[config.mk]
export PLATFORM = sky130hd
export DESIGN_NAME = sfc_device_flat
export DESIGN_NICKNAME = d
export VERILOG_FILES = /design/src/sfc_pkg.sv /design/src/sfc_link_if.sv /design/src/sfc_device.sv /design/src/flat_wrapper.sv
export SDC_FILE = /design/constraint.sdc
export NUM_CORES = 1
export LEC_CHECK = 0
export ABC_CLOCK_PERIOD_IN_PS = 3680
export BUFFER_PORTS_ARGS = -buffer_cell sky130_fd_sc_hd__buf_2
export CAP_MARGIN = 15
export CORE_MARGIN = 4
export CORE_UTILIZATION = 59
export DETAILED_ROUTE_END_ITERATION = 10
export GPL_TIMING_DRIVEN = 0
export HOLD_SLACK_MARGIN = 0.15
export MAX_ROUTING_LAYER = met4
export PLACE_DENSITY = 0.84
export SLEW_MARGIN = 20
export SYNTH_ARGS = -nofsm -noshare
export SYNTH_HDL_FRONTEND = slang
export SYNTH_SLANG_ARGS = --single-unit
[constraint.sdc]
create_clock -name clock_in -period 3.68 [get_ports clock_in]
set_input_delay 1.104 -clock clock_in [delete_from_list [all_inputs] [get_ports clock_in]]
set_output_delay 1.104 -clock clock_in [all_outputs]
set_load 0.005 [all_outputs]
[src/sfc_pkg.sv]
// sfc_pkg: shared constants for the sensor front-end control link
// assumes: both ends and the testbench import this package
package sfc_pkg;
  localparam int WORD_BITS      = 11;
  localparam int ADDR_BITS      = 3;
  localparam int DATA_BITS      = 8;
  localparam int RESULT_BITS    = 12;
  localparam int GAIN_BITS      = 6;
  localparam int GAIN_POS       = 2;
  localparam int LAT_CLK_00_11  = 8;
  localparam int LAT_PIX_01_10  = 6;
  localparam int CHANNELS       = 3;
  localparam int OFFS_RANGE_POS = 5;
  localparam int CFG_MODE_POS   = 0;
  localparam int CLK_DIV        = 4;
  localparam logic [2:0] REG_RED_GAIN = 3'h0;
  localparam logic [2:0] REG_RED_OFFS = 3'h1;
  localparam logic [2:0] REG_GRN_GAIN = 3'h2;
  localparam logic [2:0] REG_GRN_OFFS = 3'h3;
  localparam logic [2:0] REG_BLU_GAIN = 3'h4;
  localparam logic [2:0] REG_BLU_OFFS = 3'h5;
  localparam logic [2:0] REG_CONFIG   = 3'h6;
  localparam logic [2:0] REG_MODE     = 3'h7;
  localparam logic [7:0] GAIN_RESET   = 8'h00;
  localparam logic [7:0] OFFS_RESET   = 8'h40;
  localparam logic [7:0] CONFIG_RESET = 8'h00;
  localparam logic [7:0] MODE_RESET   = 8'h00;
  typedef enum logic [1:0] {SFC_RED, SFC_GRN, SFC_BLU} sfc_color_t;
  function automatic sfc_color_t sfc_next_color(input sfc_color_t c);
    unique case (c)
      SFC_RED: sfc_next_color = SFC_GRN;
      SFC_GRN: sfc_next_color = SFC_BLU;
      SFC_BLU: sfc_next_color = SFC_RED;
      default: sfc_next_color = SFC_RED;
    endcase
  endfunction : sfc_next_color
endpackage : sfc_pkg

[src/sfc_link_if.sv]
// sfc_link_if: pins between controller and front end
// assumes: the testbench resolves the shared bus from the enables
`timescale 1ns/100ps
interface sfc_link_if;
  logic       conversion_clock;
  logic       line_sync;
  logic       clamp;
  logic [7:0] dev_bus_o;
  logic [7:0] dev_bus_oe_n;
  logic [7:0] ctl_bus_o;
  logic [7:0] ctl_bus_oe_n;
  logic [7:0] bus_level;
  modport dev (input conversion_clock, line_sync, clamp, bus_level,
               output dev_bus_o, dev_bus_oe_n);
  modport ctl (output conversion_clock, line_sync, clamp, ctl_bus_o, ctl_bus_oe_n,
               input bus_level);
endinterface : sfc_link_if

[src/sfc_device.sv]
// sfc_device: front-end control logic (serial load, colour mux, output bus)
// assumes: link pins are asynchronous and sampled twice on clock_in;
// conversion results arrive on sample_data_in when sample_req_out pulses
`timescale 1ns/100ps
// Overview of operation
// - controller raises clamp during shielded pixels
// - gain/offset follow current colour channel
// - falling edge upper byte, rising lower
// - every third fall samples all colours
// - clock high tracks, low holds/converts
// - clamp high clamps, low tracks inputs
// - sync high: red, bus tristated
// - sync low: next colour each fall
// - 8-bit offset, range bit selects span
// - external reference only after mode write
// - 6-bit gain code, linear one to ten
// - twelve bits as 6+6 or 8+4
// - latency 8 clocks or 6 pixels
// - sync high: pins become serial inputs
// - controller drops load, shifts, raises load
// - bits on serial rise, commit on load rise
// - short load changes nothing
// - clocks past eleventh ignored
// - three address bits, eight data bits
// - power-up defaults per channel
module sfc_device (
  input  wire logic                           clock_in,
  input  wire logic                           srst_in,
  sfc_link_if.dev                             link,
  input  wire logic [sfc_pkg::RESULT_BITS-1:0] sample_data_in,
  output logic                                sample_req_out,
  output logic                                track_out,
  output logic                                clamp_en_out,
  output logic                                input_track_en_out,
  output logic [1:0]                          color_out,
  output logic [sfc_pkg::GAIN_BITS-1:0]       gain_out,
  output logic [sfc_pkg::DATA_BITS-1:0]       offset_out,
  output logic                                offset_sym_out,
  output logic                                ext_ref_en_out,
  output logic [1:0]                          config_out
);
  import sfc_pkg::*;

  logic [4:0] clk_s_q, sync_s_q, clamp_s_q, sck_s_q, sda_s_q, ld_s_q;
  always_ff @(posedge clock_in) begin
    if (srst_in) begin
      clk_s_q <= '0; sync_s_q <= '0; clamp_s_q <= '0;
      sck_s_q <= '0; sda_s_q <= '0; ld_s_q <= 5'h1F;
    end else begin
      clk_s_q   <= {clk_s_q[3:0], link.conversion_clock};
      sync_s_q  <= {sync_s_q[3:0], link.line_sync};
      clamp_s_q <= {clamp_s_q[3:0], link.clamp};
      sck_s_q   <= {sck_s_q[3:0], link.bus_level[5]};
      sda_s_q   <= {sda_s_q[3:0], link.bus_level[6]};
      ld_s_q    <= {ld_s_q[3:0], link.bus_level[7]};
    end
  end
  // stage 1 is sync stage two; edges compare stages 1 and 2
  wire cclk     = clk_s_q[1];
  wire cclk_fall = clk_s_q[2] & ~clk_s_q[1];
  wire cclk_rise = ~clk_s_q[2] & clk_s_q[1];
  wire sync_hi  = sync_s_q[1];
  wire sck_rise = ~sck_s_q[2] & sck_s_q[1];
  wire sda      = sda_s_q[1];
  wire ld       = ld_s_q[1];
  wire ld_fall  = ld_s_q[2] & ~ld_s_q[1];
  wire ld_rise  = ~ld_s_q[2] & ld_s_q[1];

  // serial load engine
  logic [WORD_BITS-1:0] shift_q, shift_d;
  logic [3:0]           cnt_q, cnt_d;
  logic [DATA_BITS-1:0] regs_q [8];
  wire in_load = sync_hi & ~ld;
  always_comb begin
    shift_d = shift_q;
    cnt_d   = cnt_q;
    if (!sync_hi || ld_fall) begin
      cnt_d = 4'h0;
    end else if (in_load && sck_rise && cnt_q < 4'(WORD_BITS)) begin
      shift_d = {shift_q[WORD_BITS-2:0], sda};
      cnt_d   = cnt_q + 4'h1;
    end
  end
  // serial only while sync high; ignored otherwise
  // commit on load rise; only with full word
  wire commit = sync_hi & ld_rise & (cnt_q == 4'(WORD_BITS));
  wire [ADDR_BITS-1:0] waddr = shift_q[WORD_BITS-1 -: ADDR_BITS];
  always_ff @(posedge clock_in) begin
    if (srst_in) begin
      shift_q <= '0;
      cnt_q   <= '0;
      regs_q[REG_RED_GAIN] <= GAIN_RESET; regs_q[REG_RED_OFFS] <= OFFS_RESET;
      regs_q[REG_GRN_GAIN] <= GAIN_RESET; regs_q[REG_GRN_OFFS] <= OFFS_RESET;
      regs_q[REG_BLU_GAIN] <= GAIN_RESET; regs_q[REG_BLU_OFFS] <= OFFS_RESET;
      regs_q[REG_CONFIG]   <= CONFIG_RESET; regs_q[REG_MODE] <= MODE_RESET;
    end else begin
      shift_q <= shift_d;
      cnt_q   <= cnt_d;
      if (commit)
        regs_q[waddr] <= shift_q[DATA_BITS-1:0];
    end
  end

  // colour multiplexer
  sfc_color_t color_q;
  logic [1:0] phase_q;
  always_ff @(posedge clock_in) begin
    if (srst_in) begin
      color_q <= SFC_RED;
      phase_q <= 2'h0;
    end else if (sync_hi) begin
      color_q <= SFC_RED;
      phase_q <= 2'h0;
    end else if (cclk_fall) begin
      color_q <= sfc_next_color(color_q);
      phase_q <= (phase_q == 2'(CHANNELS-1)) ? 2'h0 : phase_q + 2'h1;
    end
  end
  wire [1:0] cfg_mode = regs_q[REG_CONFIG][CFG_MODE_POS +: 2];
  wire       triple   = (cfg_mode == 2'b01) | (cfg_mode == 2'b10);
  // triple mode samples on every third fall
  wire sample_now = cclk_fall & ~sync_hi & (~triple | (phase_q == 2'h0));

  // result pipeline: latency in falls depends on mode
  localparam int PIPE = LAT_CLK_00_11;
  logic [RESULT_BITS-1:0] pipe_q [PIPE];
  always_ff @(posedge clock_in) begin
    if (srst_in) begin
      for (int i = 0; i < PIPE; i++) pipe_q[i] <= '0;
    end else if (cclk_fall) begin
      pipe_q[0] <= sample_data_in;
      for (int i = 1; i < PIPE; i++) pipe_q[i] <= pipe_q[i-1];
    end
  end
  wire [RESULT_BITS-1:0] result =
    triple ? pipe_q[LAT_PIX_01_10-1] : pipe_q[LAT_CLK_00_11-1];
  wire fmt_84 = regs_q[REG_MODE][1];
  wire [7:0] hi_byte = fmt_84 ? result[11:4] : {result[11:6], 2'b00};
  wire [7:0] lo_byte = fmt_84 ? {result[3:0], 4'h0} : {result[5:0], 2'b00};

  wire [2:0] gsel = {color_q, 1'b0};
  wire [2:0] osel = {color_q, 1'b1};

  always_ff @(posedge clock_in) begin
    if (srst_in) begin
      link.dev_bus_o     <= '0;
      link.dev_bus_oe_n  <= 8'hFF;
      sample_req_out     <= 1'b0;
      track_out          <= 1'b0;
      clamp_en_out       <= 1'b0;
      input_track_en_out <= 1'b0;
      color_out          <= 2'h0;
      gain_out           <= '0;
      offset_out         <= OFFS_RESET;
      offset_sym_out     <= 1'b0;
      ext_ref_en_out     <= 1'b0;
      config_out         <= 2'h0;
    end else begin
      if (sync_hi)
        link.dev_bus_oe_n <= 8'hFF;
      else if (cclk_fall) begin
        link.dev_bus_oe_n <= 8'h00;
        link.dev_bus_o    <= hi_byte;
      end else if (cclk_rise)
        link.dev_bus_o    <= lo_byte;
      sample_req_out     <= sample_now;
      track_out          <= cclk;
      clamp_en_out       <= clamp_s_q[1];
      input_track_en_out <= ~clamp_s_q[1];
      color_out          <= color_q;
      gain_out           <= regs_q[gsel][DATA_BITS-1 -: GAIN_BITS];
      offset_out         <= regs_q[osel];
      offset_sym_out     <= regs_q[REG_CONFIG][OFFS_RANGE_POS];
      ext_ref_en_out     <= regs_q[REG_MODE][0];
      config_out         <= cfg_mode;
    end
  end
endmodule : sfc_device

[src/flat_wrapper.sv]
// flat-port wrapper written by rule: the top's interface ports become plain ports
module sfc_device_flat import sfc_pkg::*;
  (clock_in, srst_in, sample_data_in, sample_req_out, track_out, clamp_en_out, input_track_en_out, color_out, gain_out, offset_out, offset_sym_out, ext_ref_en_out, config_out, link_conversion_clock, link_line_sync, link_clamp, link_bus_level, link_dev_bus_o, link_dev_bus_oe_n);
  sfc_link_if link_i ();
  input  wire logic clock_in;
  input  wire logic srst_in;
  input  wire logic [sfc_pkg::RESULT_BITS-1:0] sample_data_in;
  output logic sample_req_out;
  output logic track_out;
  output logic clamp_en_out;
  output logic input_track_en_out;
  output logic [1:0] color_out;
  output logic [sfc_pkg::GAIN_BITS-1:0] gain_out;
  output logic [sfc_pkg::DATA_BITS-1:0] offset_out;
  output logic offset_sym_out;
  output logic ext_ref_en_out;
  output logic [1:0] config_out;
  input wire logic [$bits(link_i.conversion_clock)-1:0] link_conversion_clock;
  input wire logic [$bits(link_i.line_sync)-1:0] link_line_sync;
  input wire logic [$bits(link_i.clamp)-1:0] link_clamp;
  input wire logic [$bits(link_i.bus_level)-1:0] link_bus_level;
  output wire logic [$bits(link_i.dev_bus_o)-1:0] link_dev_bus_o;
  output wire logic [$bits(link_i.dev_bus_oe_n)-1:0] link_dev_bus_oe_n;
  assign link_i.conversion_clock = link_conversion_clock;
  assign link_i.line_sync = link_line_sync;
  assign link_i.clamp = link_clamp;
  assign link_i.bus_level = link_bus_level;
  assign link_dev_bus_o = link_i.dev_bus_o;
  assign link_dev_bus_oe_n = link_i.dev_bus_oe_n;
  sfc_device u_core (.clock_in(clock_in), .srst_in(srst_in), .link(link_i), .sample_data_in(sample_data_in), .sample_req_out(sample_req_out), .track_out(track_out), .clamp_en_out(clamp_en_out), .input_track_en_out(input_track_en_out), .color_out(color_out), .gain_out(gain_out), .offset_out(offset_out), .offset_sym_out(offset_sym_out), .ext_ref_en_out(ext_ref_en_out), .config_out(config_out));
endmodule
==> flow_metrics.tcl <==
set metrics [dict create \
    layout_commonest_cell "edfxtp_1" \
    slew_violations 0 \
    dieArea_um2 16400 \
    synth.avg_cell_area_um2 14.0 \
    final_cell_mix "edfxtp_1, nor2_1, and2_1" \
    powerDensity_nw_per_um2 545 \
    finalWirelength_um 15400 \
    setup_tns_ns 0 \
    grt_use_total_pct 19.6 \
    synth_flop_cell "edfxtp_1" \
    cts_buffers 22 \
    n_antenna_cell 0 \
    slowest_delay_ns 0.73 \
    reg2reg_from "u_core.cnt_q[0]$_SDFFE_PP0P_" \
    place_congestion 0.861 \
    std_cell_rows 43 \
    worstPathMaxFanout 8 \
    layout_min_cycle_time_ns 2.66 \
    start_util_pct 60.9 \
    fin_crit_sh_pct 72.2 \
    ir_worst_vdd_uv 381 \
    insertion_delay_ns 0.50 \
    yosysUniqueCellTypes 44 \
    slew_headroom_pct 38.3 \
    yosysSeqAreaShare_pct 69.8 \
    root_buffer "clkbuf_16" \
    fmax_ghz 0.376 \
    endpoint_kind "flop" \
    syn_nets 636 \
    yosysWarningCount 0 \
    via_count 4871 \
    syn_inst 609 \
    first_pass_iters 6 \
    required_ns 3.80 \
    reg2regPathDepth 6 \
    clk_pin_slew_ns 0.06 \
    grt_pass1_wl_um 24600 \
    status "completed" \
    ant_nets 0 \
    path_cells "buf_2, nor2b_1, and4_1, buf_2, nand3b_2, o21bai_1" \
    drt_iter0_drc 411 \
    critPathArrivalTime_ns 2.78 \
    r2r_setup_slack_ns 1.07 \
    drive_gt1_share_pct 21.4 \
    hold_path_class "reg -> reg" \
    worstHoldStart "u_core.ld_s_q[0]$_SDFF_PP1_" \
    ys_ff_latch 220 \
    die_w_um 128 \
    grt_overflow 0 \
    ioPinCount 65 \
    placed_cells 849 \
    io_buffers 59 \
    p_leak_uw 0.00369 \
    antenna_found_initial 0 \
    cts.sinks 220 \
    die_y_um 128 \
    r2r-end "u_core.regs_q[3][5]$_SDFFCE_PN0P_" \
    routed_via_density 5.48 \
    fin_cells 889 \
    cts_buffer_depth 3 \
    post-place-ws_ns 0.522 \
    syn2layout_area_growth_pct 15.7 \
    grt_max_degree 55 \
    cts_tree "done" \
    postCtsResizedCells 0 \
    tightest_slew_ns 0.923 \
    grt_setup_unrepaired "false" \
    crit_slowest_cell "o21bai_1" \
    path_common_cell "buf_2" \
    finClkSkew_ns 0.00981 \
    setup_viol 0 \
    start_kind "input port" \
    h-tree-depth 1 \
    holdPathStages 1 \
    hpwl_um 10100 \
    drc 0 \
    min_to "u_core.ld_s_q[1]$_SDFF_PP1_" \
    fin_area_um2 9850 \
    synthArstFlopShare_pct 0 \
    hold_viol 0 \
    criticalPathCategory "in -> reg" \
    dpl_cell_area_um2 9060 \
    postCtsSetupRepairBufs 0 \
    fp.coreArea_um2 14000 \
    cap_viol_max_count 0 \
    synth_area_um2 8510 \
    nets 720 \
    timing.final.ws_setup_ns 1.02 \
    postCtsHoldBufs 0 \
    grt_pass1_vias 4926 \
    wl_per_cell_um 17.4 \
    synth_edf_count 154 \
]
## cell families after synthesis
family | Yosys count | synth area share (%)
AND/OR/NAND/NOR | 269 | 17.1
flip-flops | 220 | 69.8
buffers and inverters | 48 | 3.01
multiplexers | 40 | 7.05
AO/OA/AOI/OAI | 27 | 2.28
XOR/XNOR | 3 | 0.397
adder cells (fa/ha/maj) | 2 | 0.294
## worst max-delay path: cells and delay by family
family	cells	cell delay [ns]
and+or+nand+nor	3	0.62
AOI/OAI and AO/OA	1	0.73
buffers and inverters	2	0.31
## state kept, by name (all words and copies together) (netlist names), 2 cells and up
register and cells:
gain_out 6, u_core.cnt_q 4, u_core.clk_s_q 2, u_core.color_out 2
u_core.sda_s_q 2, u_core.sck_s_q 3, u_core.pipe_q 96, u_core.clamp_s_q 2
u_core.regs_q 58, u_core.phase_q 2, offset_out 8, u_core.ld_s_q 3
u_core.config_out 2, u_core.shift_q 11, u_core.link.dev_bus_o 8, u_core.sync_s_q 2
u_core.color_q 2
## power breakdown
| part | leakage (µW) | internal [µW] | switching [µW] |
|---|---|---|---|
| logic | 0.00122 | 97.6 | 120 |
| registers | 0.00209 | 2760 | 34.7 |
| clock network | 0.000378 | 1480 | 886 |
## synthesized netlist by cell type, drive strengths merged, types with 3 or more instances
library cell  instances  area [µm²]
a21o                  3        22.5
a21oi                 3        15.0
a22oi                 5        37.5
and2                 72         450
buf                  22         159
clkbuf               22        82.6
dfxtp                66        1320
edfxtp              154        4620
inv                   4        15.0
mux2                 11         135
mux2i                15         150
mux4                 14         315
nand2                19        71.3
nand2b                4        32.5
nand3                 3        27.5
nand3b                3        30.0
nor2                 84         315
nor2b                58         363
nor3                  9        45.0
nor3b                 4        30.0
o21ai                 3        15.0
o21bai                6        45.0
or2                   6        37.5
## through the flow
| step | total power, µW | util, % | hold slack (ns) |
|---|---|---|---|
| 2_1_floorplan | 2980 | - | 0.379 |
| 3_3_place_gp | 3040 | 64.6 | 0.397 |
| 3_5_place_dp | 3060 | 64.8 | 0.396 |
| 4_1_cts | 5400 | 70.4 | 0.424 |
| 5_1_grt | 5540 | 70.4 | 0.430 |
| 6_report | 5370 | 70.4 | 0.422 |
## cell type report
type,count,area [µm²]
Sequential cell,220,5950
Fill cell,899,4140
Multi-Input combinational cell,341,2310
Clock buffer,31,668
Timing Repair Buffer,60,323
Buffer,44,241
Tap cell,180,225
Clock inverter,9,121
Inverter,4,15.0
## how the worst max path moves through the flow
stage | endpoint | cells after the start | start
floorplan | u_core.pipe_q[0][0]$_SDFFCE_PN0P_ | 2 | srst_in
global placement | u_core.pipe_q[0][11]$_SDFFCE_PN0P_ | 3 | srst_in
detailed placement | u_core.regs_q[6][4]$_SDFFCE_PN0P_ | 6 | srst_in
CTS | u_core.regs_q[6][3]$_SDFFCE_PN0P_ | 6 | srst_in
global route | u_core.regs_q[6][6]$_SDFFCE_PN0P_ | 6 | u_core.cnt_q[0]$_SDFFE_PP0P_
finish | u_core.regs_q[3][5]$_SDFFCE_PN0P_ | 6 | srst_in
## metal layers
layer / global-route usage, % / share of wire, %
met4: 6.74 / 3.2
met5: - / 0
met2: 31.9 / 49
met3: 3.75 / 9.0
met1: 24.8 / 39
Note: power is estimated with default switching activity, not from simulation.
